`config.mk`:
```
export PLATFORM = sky130hd
export DESIGN_NAME = pic_pulser_input_counter
export DESIGN_NICKNAME = d
export VERILOG_FILES = /design/src/pic_pkg.sv /design/src/pic_noise_filter.sv /design/src/pic_pulser_input_counter.sv
export VERILOG_INCLUDE_DIRS = /design/src
export SDC_FILE = /design/constraint.sdc
export NUM_CORES = 1
export LEC_CHECK = 0
export CAP_MARGIN = 20
export CORE_UTILIZATION = 32
export DETAILED_ROUTE_END_ITERATION = 10
export DONT_BUFFER_PORTS = 1
export PLACE_DENSITY = 0.55
export SETUP_SLACK_MARGIN = 0.05
export SYNTH_ARGS = -nofsm -noshare
export SYNTH_HDL_FRONTEND = slang
export SYNTH_SLANG_ARGS = --single-unit
```
`constraint.sdc`:
```
create_clock -name sys_clk -period 4.2 [get_ports sys_clk]
set_input_delay 1.26 -clock sys_clk [delete_from_list [all_inputs] [get_ports sys_clk]]
set_output_delay 1.26 -clock sys_clk [all_outputs]
set_load 0.03 [all_outputs]
```
`src/pic_cfg.svh`:
```
// constants for the pulser input counter
// What this block does
// mode 01 decodes lines A and B as quadrature, counting at 2x.
// mode 11 treats line A and line B as separate up and down trains.
// quadrature: direction bit 0 counts forward when A leads, 1 when B leads.
// separate pulses: forward on rising A when direction is 0, rising B when 1.
// disable bit 31 set ignores lines A and B completely.
// filter bit 27 filters direction switch and pulser enable inputs.
// with the filter on, pulses shorter than the threshold are discarded.
// while waiting for pulser input the state field reads 1000.
// pulser input error flag is readable at bit 17 of the error word.
// a phase A/B input error sets the error flag.
// buffer counter flag is readable at bit 14 of the error word.
// a buffer counter overflow sets the buffer counter flag.
`ifndef PIC_CFG_SVH
`define PIC_CFG_SVH

`define PIC_CLK_HZ 40000000
`define PIC_MS_PER_S 1000
`define PIC_FILTER_MS 32
`define PIC_BUF_W_DEF 16
`define PIC_ADDR_W 8

// register byte addresses
`define PIC_OFF_ENV1 8'h00
`define PIC_OFF_ENV2 8'h04
`define PIC_OFF_STATE 8'h08
`define PIC_OFF_ERROR 8'h0C
`define PIC_OFF_IRQ_STAT 8'h10
`define PIC_OFF_IRQ_MASK 8'h14
`define PIC_OFF_COUNT 8'h18

// field positions
`define PIC_BIT_FILTER 27
`define PIC_BIT_MODE_LO 24
`define PIC_BIT_MODE_HI 25
`define PIC_BIT_DIR 26
`define PIC_BIT_OFF 31
`define PIC_BIT_ERR_INPUT 17
`define PIC_BIT_ERR_OVF 14
`define PIC_STATE_LO 0
`define PIC_STATE_HI 3

// codes and reset values
`define PIC_MODE_QUAD 2'h1
`define PIC_MODE_SEPARATE 2'h3
`define PIC_STATE_IDLE_CODE 4'h0
`define PIC_STATE_WAIT_CODE 4'h8
`define PIC_EV_ERR 0
`define PIC_EV_OVF 1
`define PIC_EV_CNT 2
`define PIC_EV_N 3
`define PIC_PIN_N 5
`define PIC_PIN_RST 5'h10
`define PIC_RESP_OKAY 2'h0
`define PIC_RESP_SLVERR 2'h2

`endif

```
`src/pic_pkg.sv`:
```
// types shared by the pulser input counter
`default_nettype none
package pic_pkg;
  typedef enum logic [1:0] {
    PIC_ST_IDLE = 2'h0,
    PIC_ST_WAIT = 2'h1
  } pic_state_t;
endpackage
`default_nettype wire

```
`src/pic_noise_filter.sv`:
```
// noise filter for one synchronised input level
`timescale 1ns/1ps
`default_nettype none
module pic_noise_filter #(
  parameter int CNT = 2,
  parameter logic RST_VAL = 1'b0
) (
  input wire logic sys_clk,
  input wire logic resetn,
  input wire logic enable,
  input wire logic rawIn,
  output logic filtOut
);
  localparam int CW = $clog2(CNT + 1);

  if (CNT < 1) begin : gChk
    $error("filter length must be at least one cycle");
  end

  logic [CW-1:0] cntQ;

  // a level must hold for CNT cycles before it is passed on
  always_ff @(posedge sys_clk) begin
    if (!resetn) begin
      filtOut <= RST_VAL;
      cntQ <= '0;
    end else if (!enable || rawIn == filtOut) begin
      filtOut <= enable ? filtOut : rawIn;
      cntQ <= '0;
    end else if (cntQ == CW'(CNT - 1)) begin
      filtOut <= rawIn;
      cntQ <= '0;
    end else begin
      cntQ <= cntQ + 1'b1;
    end
  end
endmodule
`default_nettype wire

```
`src/pic_pulser_input_counter.sv`:
```
// pulser input counter with axi4-lite registers
//
// Added by the designer: the placing of the registers and the AXI4-Lite register port.
`timescale 1ns/1ps
`default_nettype none
`include "pic_cfg.svh"
module pic_pulser_input_counter #(
  parameter int BUF_W = `PIC_BUF_W_DEF,
  parameter int FILTER_CYCLES =
    `PIC_FILTER_MS * (`PIC_CLK_HZ / `PIC_MS_PER_S)
) (
  input wire logic sys_clk,
  input wire logic resetn,
  input wire logic [`PIC_ADDR_W-1:0] s_axi_awaddr,
  input wire logic s_axi_awvalid,
  output logic s_axi_awready,
  input wire logic [31:0] s_axi_wdata,
  input wire logic [3:0] s_axi_wstrb,
  input wire logic s_axi_wvalid,
  output logic s_axi_wready,
  output logic [1:0] s_axi_bresp,
  output logic s_axi_bvalid,
  input wire logic s_axi_bready,
  input wire logic [`PIC_ADDR_W-1:0] s_axi_araddr,
  input wire logic s_axi_arvalid,
  output logic s_axi_arready,
  output logic [31:0] s_axi_rdata,
  output logic [1:0] s_axi_rresp,
  output logic s_axi_rvalid,
  input wire logic s_axi_rready,
  input wire logic pulserLineA,
  input wire logic pulserLineB,
  input wire logic directionSwitchPlus,
  input wire logic directionSwitchMinus,
  input wire logic pulserEnableInputN,
  output logic dirPlusFiltered,
  output logic dirMinusFiltered,
  output logic pulserEnableFilteredN,
  output logic countPulse,
  output logic countForward,
  output logic irq
);

  if (BUF_W < 2 || BUF_W > 32) begin : gChk
    $error("buffer counter width must be 2 to 32");
  end

  // ----------------------------------------
  // input synchronisers
  // ----------------------------------------
  localparam logic [`PIC_PIN_N-1:0] PIN_RST = `PIC_PIN_RST;

  logic [`PIC_PIN_N-1:0] pinRaw;
  logic [`PIC_PIN_N-1:0] s1Q;
  logic [`PIC_PIN_N-1:0] s2Q;
  logic [`PIC_PIN_N-1:0] s3Q;
  logic [`PIC_PIN_N-1:0] pinQ;

  assign pinRaw = {
    pulserEnableInputN,
    directionSwitchMinus,
    directionSwitchPlus,
    pulserLineB,
    pulserLineA
  };

  // a level counts only once the second and third stage agree
  for (genvar i = 0; i < `PIC_PIN_N; i++) begin : gSync
    always_ff @(posedge sys_clk) begin
      if (!resetn) begin
        s1Q[i] <= PIN_RST[i];
        s2Q[i] <= PIN_RST[i];
        s3Q[i] <= PIN_RST[i];
        pinQ[i] <= PIN_RST[i];
      end else begin
        s1Q[i] <= pinRaw[i];
        s2Q[i] <= s1Q[i];
        s3Q[i] <= s2Q[i];
        if (s2Q[i] == s3Q[i]) begin
          pinQ[i] <= s3Q[i];
        end
      end
    end
  end

  // ----------------------------------------
  // control registers
  // ----------------------------------------
  logic filterOnQ;
  logic [1:0] modeQ;
  logic dirQ;
  logic offQ;
  logic [`PIC_EV_N-1:0] statusQ;
  logic [`PIC_EV_N-1:0] maskQ;

  // ----------------------------------------
  // noise filters on switch and enable inputs
  // ----------------------------------------
  logic [2:0] filtOut;

  for (genvar f = 0; f < 3; f++) begin : gFilt
    pic_noise_filter #(
      .CNT(FILTER_CYCLES),
      .RST_VAL(PIN_RST[f + 2])
    ) uFilt (
      .sys_clk(sys_clk),
      .resetn(resetn),
      .enable(filterOnQ),
      .rawIn(pinQ[f + 2]),
      .filtOut(filtOut[f])
    );
  end

  assign dirPlusFiltered = filtOut[0];
  assign dirMinusFiltered = filtOut[1];
  assign pulserEnableFilteredN = filtOut[2];

  // ----------------------------------------
  // operation state
  // ----------------------------------------
  pic_pkg::pic_state_t stateQ;
  logic modeValid;

  assign modeValid = (modeQ == `PIC_MODE_QUAD) ||
                     (modeQ == `PIC_MODE_SEPARATE);

  always_ff @(posedge sys_clk) begin
    if (!resetn) begin
      stateQ <= pic_pkg::PIC_ST_IDLE;
    end else begin
      case (stateQ)
        pic_pkg::PIC_ST_IDLE: begin
          if (!offQ && modeValid && !pulserEnableFilteredN) begin
            stateQ <= pic_pkg::PIC_ST_WAIT;
          end
        end
        pic_pkg::PIC_ST_WAIT: begin
          if (offQ || !modeValid || pulserEnableFilteredN) begin
            stateQ <= pic_pkg::PIC_ST_IDLE;
          end
        end
        default: begin
          stateQ <= pic_pkg::PIC_ST_IDLE;
        end
      endcase
    end
  end

  logic [3:0] stateCode;
  assign stateCode = (stateQ == pic_pkg::PIC_ST_WAIT) ?
                     `PIC_STATE_WAIT_CODE : `PIC_STATE_IDLE_CODE;

  // ----------------------------------------
  // pulse decoding
  // ----------------------------------------
  logic aPrevQ;
  logic bPrevQ;
  logic aEdge;
  logic bEdge;
  logic step;
  logic fwd;
  logic phaseErr;
  logic accept;

  // edges while not waiting are tracked and dropped, so none is counted later
  assign accept = (stateQ == pic_pkg::PIC_ST_WAIT);
  assign aEdge = pinQ[0] != aPrevQ;
  assign bEdge = pinQ[1] != bPrevQ;

  always_comb begin
    step = 1'b0;
    fwd = 1'b0;
    phaseErr = 1'b0;
    if (accept) begin
      case (modeQ)
        `PIC_MODE_QUAD: begin
          // both lines moving at once leaves the direction unknown
          if (aEdge && bEdge) begin
            phaseErr = 1'b1;
          end else if (aEdge) begin
            step = 1'b1;
            fwd = (pinQ[0] != pinQ[1]) ^ dirQ;
          end
        end
        `PIC_MODE_SEPARATE: begin
          if (aEdge && pinQ[0] && bEdge && pinQ[1]) begin
            phaseErr = 1'b1;
          end else if (aEdge && pinQ[0]) begin
            step = 1'b1;
            fwd = !dirQ;
          end else if (bEdge && pinQ[1]) begin
            step = 1'b1;
            fwd = dirQ;
          end
        end
        default: begin
          step = 1'b0;
        end
      endcase
    end
  end

  always_ff @(posedge sys_clk) begin
    if (!resetn) begin
      aPrevQ <= 1'b0;
      bPrevQ <= 1'b0;
    end else begin
      aPrevQ <= pinQ[0];
      bPrevQ <= pinQ[1];
    end
  end

  // ----------------------------------------
  // buffer counter
  // ----------------------------------------
  localparam logic [BUF_W-1:0] CNT_MAX = {1'b0, {(BUF_W-1){1'b1}}};
  localparam logic [BUF_W-1:0] CNT_MIN = {1'b1, {(BUF_W-1){1'b0}}};

  logic [BUF_W-1:0] bufCountQ;
  logic overflow;

  // the counter wraps; software learns of it only through the flag
  assign overflow = step && (fwd ? (bufCountQ == CNT_MAX) :
                                   (bufCountQ == CNT_MIN));

  always_ff @(posedge sys_clk) begin
    if (!resetn) begin
      bufCountQ <= '0;
    end else if (step) begin
      bufCountQ <= fwd ? bufCountQ + 1'b1 : bufCountQ - 1'b1;
    end
  end

  always_ff @(posedge sys_clk) begin
    if (!resetn) begin
      countPulse <= 1'b0;
      countForward <= 1'b0;
    end else begin
      countPulse <= step;
      countForward <= step ? fwd : countForward;
    end
  end

  // ----------------------------------------
  // axi4-lite write channel
  // ----------------------------------------
  logic awHeldQ;
  logic wHeldQ;
  logic [`PIC_ADDR_W-1:0] awAddrQ;
  logic [31:0] wDataQ;
  logic [3:0] wStrbQ;
  logic doWrite;
  logic [31:0] wMask;

  assign s_axi_awready = !awHeldQ && !s_axi_bvalid;
  assign s_axi_wready = !wHeldQ && !s_axi_bvalid;
  assign doWrite = awHeldQ && wHeldQ && !s_axi_bvalid;

  for (genvar b = 0; b < 4; b++) begin : gStrb
    assign wMask[b*8 +: 8] = {8{wStrbQ[b]}};
  end

  always_ff @(posedge sys_clk) begin
    if (!resetn) begin
      awHeldQ <= 1'b0;
      awAddrQ <= '0;
    end else if (s_axi_awvalid && s_axi_awready) begin
      awHeldQ <= 1'b1;
      awAddrQ <= s_axi_awaddr;
    end else if (doWrite) begin
      awHeldQ <= 1'b0;
    end
  end

  always_ff @(posedge sys_clk) begin
    if (!resetn) begin
      wHeldQ <= 1'b0;
      wDataQ <= '0;
      wStrbQ <= '0;
    end else if (s_axi_wvalid && s_axi_wready) begin
      wHeldQ <= 1'b1;
      wDataQ <= s_axi_wdata;
      wStrbQ <= s_axi_wstrb;
    end else if (doWrite) begin
      wHeldQ <= 1'b0;
    end
  end

  logic wrMapped;
  always_comb begin
    case (awAddrQ)
      `PIC_OFF_ENV1, `PIC_OFF_ENV2, `PIC_OFF_STATE,
      `PIC_OFF_ERROR, `PIC_OFF_IRQ_STAT, `PIC_OFF_IRQ_MASK,
      `PIC_OFF_COUNT: wrMapped = 1'b1;
      default: wrMapped = 1'b0;
    endcase
  end

  always_ff @(posedge sys_clk) begin
    if (!resetn) begin
      s_axi_bvalid <= 1'b0;
      s_axi_bresp <= `PIC_RESP_OKAY;
    end else if (doWrite) begin
      s_axi_bvalid <= 1'b1;
      s_axi_bresp <= wrMapped ? `PIC_RESP_OKAY : `PIC_RESP_SLVERR;
    end else if (s_axi_bready) begin
      s_axi_bvalid <= 1'b0;
    end
  end

  logic [31:0] wEff;
  assign wEff = wDataQ & wMask;

  always_ff @(posedge sys_clk) begin
    if (!resetn) begin
      filterOnQ <= 1'b0;
    end else if (doWrite && awAddrQ == `PIC_OFF_ENV1 &&
                 wStrbQ[`PIC_BIT_FILTER / 8]) begin
      filterOnQ <= wDataQ[`PIC_BIT_FILTER];
    end
  end

  // all env2 fields sit in the top byte lane
  always_ff @(posedge sys_clk) begin
    if (!resetn) begin
      modeQ <= 2'h0;
      dirQ <= 1'b0;
      offQ <= 1'b0;
    end else if (doWrite && awAddrQ == `PIC_OFF_ENV2 &&
                 wStrbQ[`PIC_BIT_OFF / 8]) begin
      modeQ <= wDataQ[`PIC_BIT_MODE_HI:`PIC_BIT_MODE_LO];
      dirQ <= wDataQ[`PIC_BIT_DIR];
      offQ <= wDataQ[`PIC_BIT_OFF];
    end
  end

  // ----------------------------------------
  // event status, mask and interrupt
  // ----------------------------------------
  logic [`PIC_EV_N-1:0] evSet;
  logic [`PIC_EV_N-1:0] evClr;

  assign evSet[`PIC_EV_ERR] = phaseErr;
  assign evSet[`PIC_EV_OVF] = overflow;
  assign evSet[`PIC_EV_CNT] = step;
  assign evClr = (doWrite && awAddrQ == `PIC_OFF_IRQ_STAT) ?
                 wEff[`PIC_EV_N-1:0] : '0;

  // a new event in the clearing cycle survives the clear
  always_ff @(posedge sys_clk) begin
    if (!resetn) begin
      statusQ <= '0;
    end else begin
      statusQ <= (statusQ & ~evClr) | evSet;
    end
  end

  always_ff @(posedge sys_clk) begin
    if (!resetn) begin
      maskQ <= '0;
    end else if (doWrite && awAddrQ == `PIC_OFF_IRQ_MASK &&
                 wStrbQ[0]) begin
      maskQ <= wDataQ[`PIC_EV_N-1:0];
    end
  end

  assign irq = |(statusQ & maskQ);

  // ----------------------------------------
  // axi4-lite read channel
  // ----------------------------------------
  logic [31:0] rdMux;
  logic rdMapped;

  always_comb begin
    rdMux = 32'h0;
    rdMapped = 1'b1;
    case (s_axi_araddr)
      `PIC_OFF_ENV1, `PIC_OFF_ENV2: begin
        rdMux = 32'h0;
      end
      `PIC_OFF_STATE: begin
        rdMux[`PIC_STATE_HI:`PIC_STATE_LO] = stateCode;
      end
      `PIC_OFF_ERROR: begin
        rdMux[`PIC_BIT_ERR_INPUT] = statusQ[`PIC_EV_ERR];
        rdMux[`PIC_BIT_ERR_OVF] = statusQ[`PIC_EV_OVF];
      end
      `PIC_OFF_IRQ_STAT: begin
        rdMux[`PIC_EV_N-1:0] = statusQ;
      end
      `PIC_OFF_IRQ_MASK: begin
        rdMux[`PIC_EV_N-1:0] = maskQ;
      end
      `PIC_OFF_COUNT: begin
        rdMux = 32'(signed'(bufCountQ));
      end
      default: begin
        rdMapped = 1'b0;
      end
    endcase
  end

  assign s_axi_arready = !s_axi_rvalid;

  always_ff @(posedge sys_clk) begin
    if (!resetn) begin
      s_axi_rvalid <= 1'b0;
      s_axi_rdata <= 32'h0;
      s_axi_rresp <= `PIC_RESP_OKAY;
    end else if (s_axi_arvalid && s_axi_arready) begin
      s_axi_rvalid <= 1'b1;
      s_axi_rdata <= rdMux;
      s_axi_rresp <= rdMapped ? `PIC_RESP_OKAY : `PIC_RESP_SLVERR;
    end else if (s_axi_rready) begin
      s_axi_rvalid <= 1'b0;
    end
  end

endmodule
`default_nettype wire

```
# [Yosys cells after proc, flatten, opt, wreduce, memory -nomap -nowiden]
# Cells that the tools add are included.
# Widths: inputs -> output; s select.
[word_totals] regBits=203 in_bits=64 output_inout_bits=47
[classes] add_sub_neg=5 n_eq_ne=36 mux=52 bitwise=7 n_reduce_logical=57
[op_table] cell="$add 21x1->21 const B" count=3
[op_table] cell="$eq 21x21->1 const B" count=3
[op_table] cell="$eq 8x5->1 const B" count=6
[op_table] cell="$mux 1" count=34
[op_table] cell="$eq 8x4->1 const B" count=4
[op_table] cell="$logic_and 1x1->1" count=22
[op_table] cell="$add 16x1->16 const B" count=1
[op_table] cell="$eq 16x15->1 const B" count=1
[op_table] cell="$eq 16x16->1 const B" count=1
[op_table] cell="$eq 8x3->1 const B" count=2
[op_table] cell="$logic_not 8->1" count=2
[op_table] cell="$mux 16" count=1
[op_table] cell="$sub 16x1->16 const B" count=1
[op_table] cell="$mux 14" count=1
[op_table] cell="$reduce_bool 2->1" count=7
[op_table] cell="$reduce_or 7->1" count=2
[op_table] cell="$pmux 1 s2" count=6
[op_table] cell="$pmux 3 s4" count=1
[op_table] cell="$reduce_or 3->1" count=4
[op_table] cell="$mux 10" count=1
[op_table] cell="$mux 2" count=5
[op_table] cell="$and 3x3->3" count=3
[op_table] cell="$logic_not 1->1" count=9
[op_table] cell="$eq 1x1->1" count=8
[op_table] cell="other kinds (15)" count=29

# [Depth between registers and ports, before layout]
# Gate-level depths: netlist (run 1).
[logic_depth] depth_word=10 mapped_depth=13 ltp_nobuf=13

# [Cells and area by module]
# From an unflattened synthesis (run 1), not the netlist that was laid out.
[hier_totals] cells_unflattened=846 area_unflattened_um2=7398.3
[modules_own_cells] mod="pic_pulser_input_counter" n_inst=1 cells_each=500 area_per_inst_um2=4362.9 seq_area_each_um2=1861.8
[modules_own_cells] mod="pic_noise_filter (gFilt[0].uFilt ...)" n_inst=2 cells_each=116 area_per_inst_um2=1012.2 seq_area_each_um2=440.4
[modules_own_cells] mod="pic_noise_filter (gFilt[2].uFilt)" n_inst=1 cells_each=114 area_per_inst_um2=1011.0 seq_area_each_um2=440.4

# [Worst setup path after synthesis (run 1)]
# Ideal clock, no wire load.
[synth_timing] path_type="reg2reg" from="register pinQ[1]" to="register bufCountQ[14]" setup_time_ns=0.124 t_arrival_ns=3.301 required_ns=4.076 setup_slack_ns=0.775 stages_incl_launch_ff=13 path_buffers=0 synth_period_minus_slack_ns=3.425 path_cell_list="dfxtp_1 > ha_1 > and4bb_4 > a32o_1 > o221ai_4 > inv_1 > fa_1 > nand2b_1 > a211oi_1 > o2111ai_1 > a31oi_1 > mux2i_1 > nand3_1"
[synth_via] elab_chain_len=8 word_cells_on_any_way=21
[synth_rtl] item="start, declared" line="pic_pulser_input_counter.sv:57" text="logic [`PIC_PIN_N-1:0] pinQ;"
[synth_rtl] item="start signal, assigned by index" line="pic_pulser_input_counter.sv:74" text="pinQ[i] <= PIN_RST[i];"
[synth_rtl] item="start signal, assigned by index" line="pic_pulser_input_counter.sv:80" text="pinQ[i] <= s3Q[i];"
[synth_rtl] item="$ne 1x1->1" line="pic_pulser_input_counter.sv:168" text="assign bEdge = pinQ[1] != bPrevQ;"
[synth_rtl] item="$logic_and 1x1->1" line="pic_pulser_input_counter.sv:191" text="end else if (bEdge && pinQ[1]) begin"
[synth_rtl] item="$mux 1" line="pic_pulser_input_counter.sv:191"
[synth_rtl] item="$mux 1" line="pic_pulser_input_counter.sv:188" text="end else if (aEdge && pinQ[0]) begin"
[synth_rtl] item="$mux 1" line="pic_pulser_input_counter.sv:186" text="if (aEdge && pinQ[0] && bEdge && pinQ[1]) begin"
[synth_rtl] item="$pmux 1 s2 (*)" line="pic_pulser_input_counter.sv:175" text="case (modeQ)"
[synth_rtl] item="$mux 1 (*)" line="pic_pulser_input_counter.sv:174" text="if (accept) begin"
[synth_rtl] item="named net fwd" line="pic_pulser_input_counter.sv:161" text="logic fwd;"
[synth_rtl] item="$mux 16 (*)" line="pic_pulser_input_counter.sv:230" text="bufCountQ <= fwd ? bufCountQ + 1'b1 : bufCountQ - 1'b1;"
[synth_rtl] item="end signal, assigned" line="pic_pulser_input_counter.sv:230"
[synth_rtl] item="end, declared" line="pic_pulser_input_counter.sv:219" text="logic [BUF_W-1:0] bufCountQ;"
# The timed path passes the listed nets; every way through them passes the cells marked *.
# A chain may end at the register's enable or synchronous reset.

# [Final worst setup path (run 1)]
[layout_timing] from="register pinQ[1]" to="register bufCountQ[14]"
[layout_via] elab_chain_len=8 word_cells_on_any_way=21
[layout_rtl] item="$ne 1x1->1" line="pic_pulser_input_counter.sv:168"
[layout_rtl] item="$logic_and 1x1->1" line="pic_pulser_input_counter.sv:191"
[layout_rtl] item="$mux 1" line="pic_pulser_input_counter.sv:191"
[layout_rtl] item="$mux 1" line="pic_pulser_input_counter.sv:188"
[layout_rtl] item="$mux 1" line="pic_pulser_input_counter.sv:186"
[layout_rtl] item="$pmux 1 s2" line="pic_pulser_input_counter.sv:175"
[layout_rtl] item="$mux 1" line="pic_pulser_input_counter.sv:174"
[layout_rtl] item="$mux 16" line="pic_pulser_input_counter.sv:230"
# Several ways; a longest one is shown, not always the timed one.

==> impl_metrics.toml, run 1 <==
[logic_synthesis]
syn_inst = 829
synth_edf_count = 0
syn_area_um2 = 7233
yosysUniqueCellTypes = 63
async_flop_share_pct = 0
synth.avg_cell_area_um2 = 8.725
ys.flop_type = "dfxtp_1"
seq_area_frac_synth_pct = 44.01
synth-warning-count = 0
synth-seq-cells = 159

[layout]
design_area_um2 = 7960
instances_no_fill = 1099
layout-drive-gt1-share_pct = 6.838
antenna_cells = 0
fin_nets = 895
syn_to_final_growth_pct = 10.05

[global_route]
met3_usage_pct = 3.555
top_usage_layer = "met2"
grt.met2_usage_pct = 20.74
grt_use_total_pct = 12.99
grt_pass1_wl_um = 24380
grt_max_degree = 41
grtUsageMet1_pct = 16.55
overflow = 0
antenna_found_initial = 0
grt_pass1_vias = 4949

[sta]
finalClockSkew_ns = 0.01141
finalCriticalPeriod_ns = 3.540
drv_slew = 0
slew_headroom_pct = 40.40
worstMarginPinSlew_ns = 0.8913
setup_viol = 0
grt_setup_unrepaired = "false"
finalHoldViolCount = 0
fin_crit_sh_pct = 84.29
max_freq_mhz = 282.5
fin_ws_ns = 0.6597
setup-tns-final_ns = 0

[setup_path]
crit_path_max_fanout = 23
end_kind = "flop"
crit_path_start_kind = "flop"
required_ns = 4.52
crit_path_frequent_cell = "ha_1"
slowest_delay_ns = 0.49
cp.arrival_ns = 3.86
crit_type = "flop to flop"
worst-r2r-setup-slack_ns = 0.66
cpMaxStageDelayCell = "dfxtp_1"
crit_chain = "ha_1 > and4bb_4 > a32o_1 > o221ai_4 > buf_4 > ha_1 > nand2b_1 > a211oi_1 > o2111ai_1 > a31oi_1 > mux2i_1 > nand3_1"

[place]
place_congestion = 0.7675
dp_cells = 1067
post-dp-hpwl_um = 10170
portBuffers = 0
placed_area_um2 = 7376
place_ws_ns = 0.7449

[floorplan]
die_height_um = 152.3
row_count = 54
dieArea_um2 = 23210
num_io_pins = 111
start_util_pct = 32.84
die_x_um = 152.3
core_area_um2 = 22030

[power_and_ir_drop]
power_leakage_uw = 0.002849
worst_ir_drop_vdd_mv = 0.2174
p_per_area_nw_per_um2 = 396.4
fin_total_pwr_uw = 3156

[clock_tree]
tritoncts = "yes"
numCtsBuffers = 17
root_buffer = "clkbuf_16"
cts_resized = 0
cts_setup_buffers = 0
clock_latency_ns = 0.43
cts.sinks = 159
cts_hold_repair.buffers = 0
cts.path.max_buffers = 2
clkTransAtPathRegs_ns = 0.07
h-tree-depth = 4

[run_status]
status = "complete, but fails checks"
violations = "DRC"

[routing]
vias_per_cell = 4.804
drc = 1
via_count = 5280
first_iter_violations = 216
avgRoutedWirePerCell_um = 13.34
ant_nets = 0
drtPass1Iterations = 7
drt_wl_total_um = 14670

[hold_path]
min-delay-path-class = "flop to flop"

[job]
maxCapViolCount = 0
## state kept, by name (all words and copies together), names as in the netlist, 2 cells and up
| register | count |
|---|---|
| s_axi_rdata | 17 |
| wDataQ | 8 |
| statusQ | 3 |
| gFilt.uFilt.cntQ | 63 |
| s1Q | 5 |
| maskQ | 3 |
| awAddrQ | 8 |
| pinQ | 5 |
| s2Q | 5 |
| bufCountQ | 16 |
| modeQ | 2 |
| s3Q | 5 |
| wStrbQ | 2 |
| gFilt.uFilt.filtOut | 3 |
## worst paths after layout
kind           start       endpoint  cells past startpoint
max          pinQ[1]  bufCountQ[14]                     12
min             offQ      stateQ[0]                      1
max reg2reg  pinQ[1]  bufCountQ[14]                     12
min reg2reg     offQ      stateQ[0]                      1
## worst max-delay path: cells and delay by family (launching register included)
kind | cells | cell delay [ns]
AOI/OAI and AO/OA | 5 | 1.36
adders and majority gates | 2 | 0.62
and+or+nand+nor | 3 | 0.44
buffers and inverters | 1 | 0.32
muxes | 1 | 0.22
DFF | 1 | 0.49
## synthesized netlist by cell type, types with 4 or more instances
cell | instances | share of area [%]
a31oi_1 | 5 | 0.43
nor2b_1 | 4 | 0.35
nand4b_1 | 5 | 0.61
a22oi_1 | 11 | 1.1
clkbuf_1 | 11 | 0.57
nand3_1 | 43 | 3.0
nand4_1 | 18 | 1.6
buf_2 | 12 | 0.83
buf_1 | 4 | 0.21
mux2i_1 | 15 | 2.1
a21oi_1 | 55 | 3.8
dfxtp_1 | 159 | 44
ha_1 | 24 | 4.2
a22oi_2 | 5 | 0.86
a21boi_0 | 4 | 0.42
o21a_1 | 5 | 0.52
nand2b_1 | 10 | 0.86
and2_1 | 20 | 1.7
nor3_1 | 10 | 0.69
nand2_1 | 99 | 5.1
and4_1 | 6 | 0.73
buf_4 | 18 | 1.9
nor4b_1 | 6 | 0.73
inv_1 | 15 | 0.78
xor2_1 | 43 | 5.2
o21ai_0 | 19 | 1.3
a211oi_1 | 4 | 0.42
nor2_1 | 115 | 6.0
xnor2_1 | 27 | 3.3
and3_1 | 11 | 0.95
## cell families (layout without fill, tap and decap cells)
group	Yosys count	count (layout)	synth area share, %
other cells	1	2	0.05184
fa+ha+maj	25	25	4.428
compound gates	125	125	11.05
simple gates	372	372	25.45
xor+xnor	70	70	8.476
buf+inv	62	51	4.463
mux	15	15	2.076
flops	159	159	44.01
## placed cells by master, fill, tap and decap left out, types with 6 or more instances in the layout
| cell type | instances |
|---|---|
| nand2b_1 | 10 |
| xor2_1 | 43 |
| mux2i_1 | 15 |
| nand2_1 | 99 |
| and2_1 | 20 |
| a21oi_1 | 55 |
| clkbuf_16 | 17 |
| and3_1 | 11 |
| dfxtp_1 | 158 |
| nor4b_1 | 6 |
| a22oi_1 | 11 |
| nor3_1 | 10 |
| o21ai_0 | 19 |
| nand3_1 | 43 |
| nand4_1 | 18 |
| inv_1 | 15 |
| nor2_1 | 115 |
| xnor2_1 | 27 |
| and4_1 | 6 |
| ha_1 | 24 |
## final cells by class
type	count	area (um^2)
repair buffers	3	47.55
clock buffers	18	439.2
inverters	16	60.06
clock inverters	14	145.1
fillers	2286	14070
multi-input cells	609	3731
flip-flops and latches	159	3187
well taps	280	350.3
## routing by layer
metal  part of all wire [%]  routed length, um
met1                     48               7075
met2                     46               6700
met3                    4.6                669
met4                    1.5                220
met5                      0                  0
## metrics by stage
stage / util [%] / hold WS (ns)
CTS: 36.14 / 0.4243
floorplan: - / 0.3863
finish: 36.14 / 0.4239
global placement: 33.49 / 0.4227
global route: 36.14 / 0.4417
detailed placement: 33.49 / 0.4189
## power by group
part / internal, uW / leakage, uW / switching, uW
Combinational: 23.9 / 0.00128 / 53.3
Clock: 854 / 0.000284 / 677
Sequential: 1530 / 0.00129 / 19.3
Total: 2410 / 0.00285 / 750
Power figures use the tool's default switching activity.
==> run 2: changes to the inputs <==
--- a/config.mk
+++ b/config.mk
@@ -6,11 +6,12 @@
 export SDC_FILE = /design/constraint.sdc
 export NUM_CORES = 1
 export LEC_CHECK = 0
+export ABC_AREA = 1
 export CAP_MARGIN = 20
 export CORE_UTILIZATION = 32
 export DETAILED_ROUTE_END_ITERATION = 10
 export DONT_BUFFER_PORTS = 1
-export PLACE_DENSITY = 0.55
+export PLACE_DENSITY = 0.56
 export SETUP_SLACK_MARGIN = 0.05
 export SYNTH_ARGS = -nofsm -noshare
 export SYNTH_HDL_FRONTEND = slang
==> constraint.sdc (replaced) <==
create_clock -name sys_clk -period 2.9 [get_ports sys_clk]
set_input_delay 0.87 -clock sys_clk [delete_from_list [all_inputs] [get_ports sys_clk]]
set_output_delay 0.87 -clock sys_clk [all_outputs]
set_load 0.03 [all_outputs]
==> run 2 against run 1 <==
The flow now finishes without violations. Sequential power rose by 48%. Combinational power rose by 150%. Register-to-register slack got worse by 0.39 ns. Cell count rose by 30%. Clock skew rose by 0.0034 ns. Utilization rose by 0.67 points. Total power rose by 53%. Maximum frequency rose by 34%. Synthesized cell count rose by 33%. Clock power rose by 53%. Largest cell class unchanged. Largest power group is now the clock network.
==> impl_metrics.toml, run 2 <==
[run_status]
status = "finished, final reports clean"

[layout]
largest_reg_flops = 63
largest_register = "gFilt.uFilt.cntQ"
fin_nets = 1183
final_common_cell = "nand2_1"
antenna_cells = 0
layout-drive-gt1-share_pct = 11.57
top_regs = "gFilt.uFilt.cntQ: 63 flops, s_axi_rdata: 17 flops, bufCountQ: 16 flops"
syn_to_final_growth_pct = 12.62
final_cell_mix = "nand2_1 (215), dfxtp_1 (158), inv_1 (144)"
design_area_um2 = 8979
fill_cells = 2591
instances_no_fill = 1430

[setup_path]
cpMaxStageDelayCell = "ha_1"
crit_type = "flop to flop"
cp_top_family = "simple AND/OR/NAND/NOR gates"
worst-r2r-setup-slack_ns = 0.27
crit_chain = "inv_1 > ha_1 > inv_1 > nand3_1 > nand4_1 > nand2_2 > nand2_4 > buf_4 > ha_4 > nand2_1 > nor2_1 > nand3_1 > nand2_2 > inv_1 > or2_0 > nand3_1 > o211ai_1 > inv_1"
crit_path_max_fanout = 9
slowest_delay_ns = 0.31
cp-endpoint = "bufCountQ[7]"
reg2reg_to = "bufCountQ[7]"
cp.arrival_ns = 3.00
reg2regPathDepth = 18
crit-reg2reg-launch = "bPrevQ"
end_kind = "flop"
cp-startpoint = "bPrevQ"
cp_num_buf_inv = 5
critical_path_depth = 18
required_ns = 3.27
crit_path_start_kind = "flop"
crit_path_frequent_cell = "inv_1"

[logic_synthesis]
syn_inst = 1102
seq_area_frac_synth_pct = 39.92
synth_fa_ha_area_share_pct = 4.018
async_flop_share_pct = 0
synth.area.top_cells = "dfxtp_1 (40%), nand2_1 (10%), inv_1 (6.8%)"
yosysUniqueCellTypes = 48
synth-warning-count = 0
synth_compound_area_share_pct = 11.14
synth.avg_cell_area_um2 = 7.235
synthDominantCellAreaShare_pct = 39.92
synth.top_cells.by_count = "nand2_1 (221), dfxtp_1 (159), inv_1 (144), nor2_1 (119), a21oi_1 (80)"
synth_xor_area_share_pct = 2.856
synth-seq-cells = 159
syn_area_um2 = 7973
synth_top_family_by_area = "simple AND/OR/NAND/NOR gates"
ys.flop_type = "dfxtp_1"
yosysTopAreaCell = "dfxtp_1"
synthMuxAreaShare_pct = 0
synth_edf_count = 0
synth.most_common_cell = "nand2_1"
synth_simple_gate_area_share_pct = 31.65

[clock_tree]
tritoncts = "yes"
root_buffer = "clkbuf_16"
clock_latency_ns = 0.43
cts.sinks = 159
numCtsBuffers = 17
h-tree-depth = 4
cts_hold_repair.buffers = 0
cts.path.max_buffers = 2
clkTransAtPathRegs_ns = 0.06

[global_route]
grt_pass1_vias = 6323
grt_use_total_pct = 13.98
grt_pass1_wl_um = 29340
antenna_found_initial = 0
overflow = 0
grt_max_degree = 73

[place]
place_congestion = 0.8564
portBuffers = 0
dp_cells = 1397
place_ws_ns = 0.001929
post-dp-hpwl_um = 12260
placed_area_um2 = 8217

[routing]
drtPass1Iterations = 5
avgRoutedWirePerCell_um = 12.09
first_iter_violations = 266
ant_nets = 0
drt_wl_total_um = 17290
vias_per_cell = 4.666
drc = 0
via_count = 6673

[floorplan]
dieArea_um2 = 25550
num_io_pins = 111
core_area_um2 = 24390
start_util_pct = 32.69
die_x_um = 159.8
die_height_um = 159.8
row_count = 57

[sta]
fin_crit_sh_pct = 90.82
finalClockSkew_ns = 0.01483
grt_setup_unrepaired = "true"
finalCriticalPeriod_ns = 2.634
max_freq_mhz = 379.7
setup_viol = 0
fin_ws_ns = 0.2661
worstMarginPinSlew_ns = 0.5949
setup-tns-final_ns = 0
slew_headroom_pct = 60.19
drv_slew = 0
finalHoldViolCount = 0

[job]
maxCapViolCount = 0

[hold_path]
min-delay-path-class = "flop to flop"

[power_and_ir_drop]
worst_ir_drop_vdd_mv = 0.3183
power_leakage_uw = 0.003711
p_per_area_nw_per_um2 = 537.9
run 2: changes by cell type after synthesis, sizes merged, moves of 23 or more:
cell / before / now
inv: 15 / 149
xor2: 43 / 20
nand2: 100 / 233
nand3: 44 / 67
o21ai: 21 / 62
nor3: 13 / 44
a21oi: 55 / 80
run 2: cell families (layout without fill, tap and decap cells):
kind of cell / after synthesis / after routing
xor+xnor: 26 / 26
flops: 159 / 159
compound gates: 164 / 164
simple gates: 537 / 537
buf+inv: 190 / 193
fa+ha+maj: 25 / 25
other cells: 1 / 2
run 2: what timing repair did:
item / CTS / global route
endpoints found under the hold margin: 0 / 0
buffers inserted: 0 / 2
gates resized for setup: 2 / 25
setup endpoints to repair: 3 / 11
pin swaps: 0 / 2
run 2: layout make-up:
cell class / instances / area, um^2 / area share (%)
multi-input cells: 754 / 4096 / 45.62
flip-flops and latches: 159 / 3187 / 35.49
inverters: 149 / 561.8 / 6.257
clock buffers: 22 / 484.2 / 5.393
well taps: 324 / 405.4 / 4.515
clock inverters: 9 / 130.1 / 1.449
repair buffers: 13 / 113.9 / 1.268
run 2: worst reg2reg max path: stages, from the launching register on:
cell and delay (ns):
dfxtp_1 0.30, inv_1 0.03, ha_1 0.31, inv_1 0.05, nand3_1 0.10, nand4_1 0.13, nand2_2 0.14, nand2_4 0.10
buf_4 0.20, ha_4 0.30, nand2_1 0.13, nor2_1 0.11, nand3_1 0.08, nand2_2 0.13, inv_1 0.06, or2_0 0.19
nand3_1 0.07, o211ai_1 0.09, inv_1 0.06
run 2: worst min path at each step:
stage | from | slack (ns) | endpoint | cells after the start
after floorplan | s1Q[0] | 0.39 | s2Q[0] | 2
after global placement | s1Q[4] | 0.40 | s2Q[4] | 1
after detailed placement | s1Q[3] | 0.40 | s2Q[3] | 2
after CTS | s1Q[3] | 0.41 | s2Q[3] | 2
after global routing | s1Q[4] | 0.43 | s2Q[4] | 1
final | s1Q[3] | 0.41 | s2Q[3] | 2
run 2: metal layers:
metal  GRT usage, %  vias up  share of wire, %
met5              0        -                 0
met4          3.680        0               1.1
met3          3.896       12               4.1
met2          23.98       96                48
met1          17.15     3030                47
li1               -     3535                 -
run 2: power by group:
group          switching (uW)  internal (uW)  total, uW
clock network             901           1440       2340
registers                60.0           2240       2300
logic                     140           49.5        190
run 2: through the flow:
step / utilization (%) / total power, uW / hold WS (ns)
floorplan: - / 2530 / 0.3905
global placement: 33.69 / 2534 / 0.3963
detailed placement: 33.69 / 2537 / 0.3985
CTS: 36.22 / 4888 / 0.4119
global route: 36.81 / 5015 / 0.4298
finish: 36.81 / 4830 / 0.4108
==> run 3: changes to the inputs <==
--- a/config.mk
+++ b/config.mk
@@ -15,4 +15,5 @@
 export SETUP_SLACK_MARGIN = 0.05
 export SYNTH_ARGS = -nofsm -noshare
 export SYNTH_HDL_FRONTEND = slang
+export SYNTH_HIERARCHICAL = 1
 export SYNTH_SLANG_ARGS = --single-unit
==> run 3 against run 2 <==
Non-clock buffer count decreased by 3. Setup slack gained 0.0051 ns. Largest power group is now registers. Synthesized cell count increased by 4.0%. Register-to-register slack barely moved. Design area grew 1.8%.
==> impl_metrics.toml, run 3 <==
[run_status]
status = "finished, final reports clean"

[floorplan]
start_util_pct = 32.78
dieArea_um2 = 26520
core_area_um2 = 25250
die_height_um = 162.8
num_io_pins = 111
row_count = 58
die_x_um = 162.8

[setup_path]
crit-reg2reg-launch = "aPrevQ"
crit_path_start_kind = "flop"
crit_type = "flop to flop"
crit_path_max_fanout = 10
worst-r2r-setup-slack_ns = 0.27
cp.arrival_ns = 2.96
end_kind = "flop"
reg2regPathDepth = 18
required_ns = 3.23
cp-startpoint = "aPrevQ"
reg2reg_to = "bufCountQ[9]"
cp-endpoint = "bufCountQ[9]"

[global_route]
antenna_found_initial = 2
grt_use_total_pct = 13.66
overflow = 0
grt_pass1_vias = 6254
grt_max_degree = 71
grt_pass1_wl_um = 29350

[clock_tree]
h-tree-depth = 4
cts.path.max_buffers = 2
clock_latency_ns = 0.42
numCtsBuffers = 17
clkTransAtPathRegs_ns = 0.06
cts_hold_repair.buffers = 0
cts.sinks = 159
root_buffer = "clkbuf_16"
tritoncts = "yes"

[logic_synthesis]
seq_area_frac_synth_pct = 38.45
synth.avg_cell_area_um2 = 7.223
syn_inst = 1146
ys.flop_type = "dfxtp_1"
synth.area.top_cells = "dfxtp_1 (38%), nand2_1 (12%), nor2_1 (8.1%)"
synth-seq-cells = 159
synth-warning-count = 6
async_flop_share_pct = 0
yosysUniqueCellTypes = 53
yosysTopAreaCell = "dfxtp_1"
synth.top_cells.by_count = "nand2_1 (263), nor2_1 (179), dfxtp_1 (159), inv_1 (119), nand3_1 (63)"
synth_edf_count = 0
synthDominantCellAreaShare_pct = 38.45
syn_area_um2 = 8278
synth.most_common_cell = "nand2_1"

[job]
maxCapViolCount = 0

[layout]
largest_register = "gFilt.uFilt/cntQ"
syn_to_final_growth_pct = 10.44
final_common_cell = "nand2_1"
top_regs = "gFilt.uFilt/cntQ: 63 flops, s_axi_rdata: 17 flops, bufCountQ: 16 flops"
multi_input_area_um2 = 4400
utilization_pct = 36.20
ff_latch_area_um2 = 3187
fin_nets = 1222
fill_cells = 2669
layout-drive-gt1-share_pct = 11.90
largest_reg_flops = 63
final_cell_mix = "nand2_1 (259), nor2_1 (179), dfxtp_1 (158)"

[power_and_ir_drop]
fin_total_pwr_uw = 4716
power_leakage_uw = 0.003648
worst_ir_drop_vdd_mv = 0.3884
p_per_area_nw_per_um2 = 515.9

[sta]
fin_crit_sh_pct = 90.65
finalHoldViolCount = 0
worstMarginPinSlew_ns = 0.7019
grt_setup_unrepaired = "false"
finalCriticalPeriod_ns = 2.629
max_freq_mhz = 380.4
slew_headroom_pct = 53.09
finalClockSkew_ns = 0.009187
setup-tns-final_ns = 0
setup_viol = 0
drv_slew = 0

[routing]
drt_wl_total_um = 17280
avgRoutedWirePerCell_um = 11.72
drtPass1Iterations = 5
drc = 0
first_iter_violations = 387
via_count = 6688
ant_nets = 0
vias_per_cell = 4.537

[place]
portBuffers = 0
place_congestion = 0.8401
post-dp-hpwl_um = 12610

[hold_path]
min-delay-path-class = "flop to flop"
[run 3: report_power, final]
group	switching, uW	internal, uW	total, uW	leakage, uW
combinational	141	50.7	191	0.00207
clock	847	1380	2220	0.000284
sequential	64.8	2240	2300	0.00129
total	1050	3660	4720	0.00365
[run 3: through the flow]
stage / setup WS, ns / cells / hold WS [ns] / cell area, um^2
after floorplan: 0.2462 / 1147 / 0.3864 / 8282
after global placement: 0.2076 / 1444 / 0.3961 / 8481
after detailed placement: 0.2125 / 1444 / 0.3969 / 8481
after CTS: 0.1695 / 1472 / 0.4091 / 9055
after global routing: 0.07058 / 1473 / 0.4246 / 9140
final: 0.2712 / 1474 / 0.4065 / 9143
[run 3: cell type report]
class                   count  area share, %
multi-input cells         821          48.13
flip-flops and latches    159          34.86
inverters                 125          5.187
clock buffers              21          5.036
well taps                 330          4.516
clock inverters             7          1.245
repair buffers             10         0.9990
diodes                      1        0.02737
[run 3: critical path: stages, from the launching register on]
cell and delay (ns):
dfxtp_1 0.31, inv_1 0.04, ha_1 0.29, inv_1 0.06, nand2_1 0.06, nor2_1 0.09, nand3_1 0.09, nand2_2 0.10
nand2_2 0.08, buf_6 0.15, ha_1 0.34, or2_1 0.25, nand3b_1 0.10, nand2_1 0.11, a21oi_1 0.17, xor2_1 0.16
nand2_1 0.06, nand2_1 0.05, inv_1 0.03
[run 3: timing repair]
item	CTS	global route
buffers inserted	0	1
resized for setup	0	17
setup endpoints to repair	0	8
[run 3: layer usage]
metal | GRT usage [%] | up-vias | routed length, um
met1 | 17.05 | 2990 | 8247
met4 | 4.588 | 0 | 221
met5 | 0 | - | 0
met2 | 22.79 | 74 | 8093
met3 | 3.438 | 17 | 717
li1 | - | 3607 | -
[run 3: how the worst min path moves through the flow]
| stage | startpoint | to | slack [ns] | cells past startpoint |
|---|---|---|---|---|
| floorplan | s1Q[3] | s2Q[3] | 0.39 | 2 |
| global placement | s1Q[3] | s2Q[3] | 0.40 | 2 |
| detailed placement | s1Q[3] | s2Q[3] | 0.40 | 2 |
| CTS | s1Q[3] | s2Q[3] | 0.41 | 2 |
| global route | s1Q[4] | s2Q[4] | 0.42 | 1 |
| finish | s1Q[3] | s2Q[3] | 0.41 | 2 |
[run 3: kinds of logic (layout without fill, tap and decap cells)]
group / count (synthesis) / in the layout / synth area share, %
AND/OR/NAND/NOR: 601 / 601 / 33.49
buffers and inverters: 167 / 163 / 9.326
flip-flops: 159 / 159 / 38.45
AO/OA/AOI/OAI: 156 / 156 / 10.94
XOR/XNOR: 38 / 38 / 4.021
adder cells (fa/ha/maj): 24 / 24 / 3.718
other: 1 / 3 / 0.04530
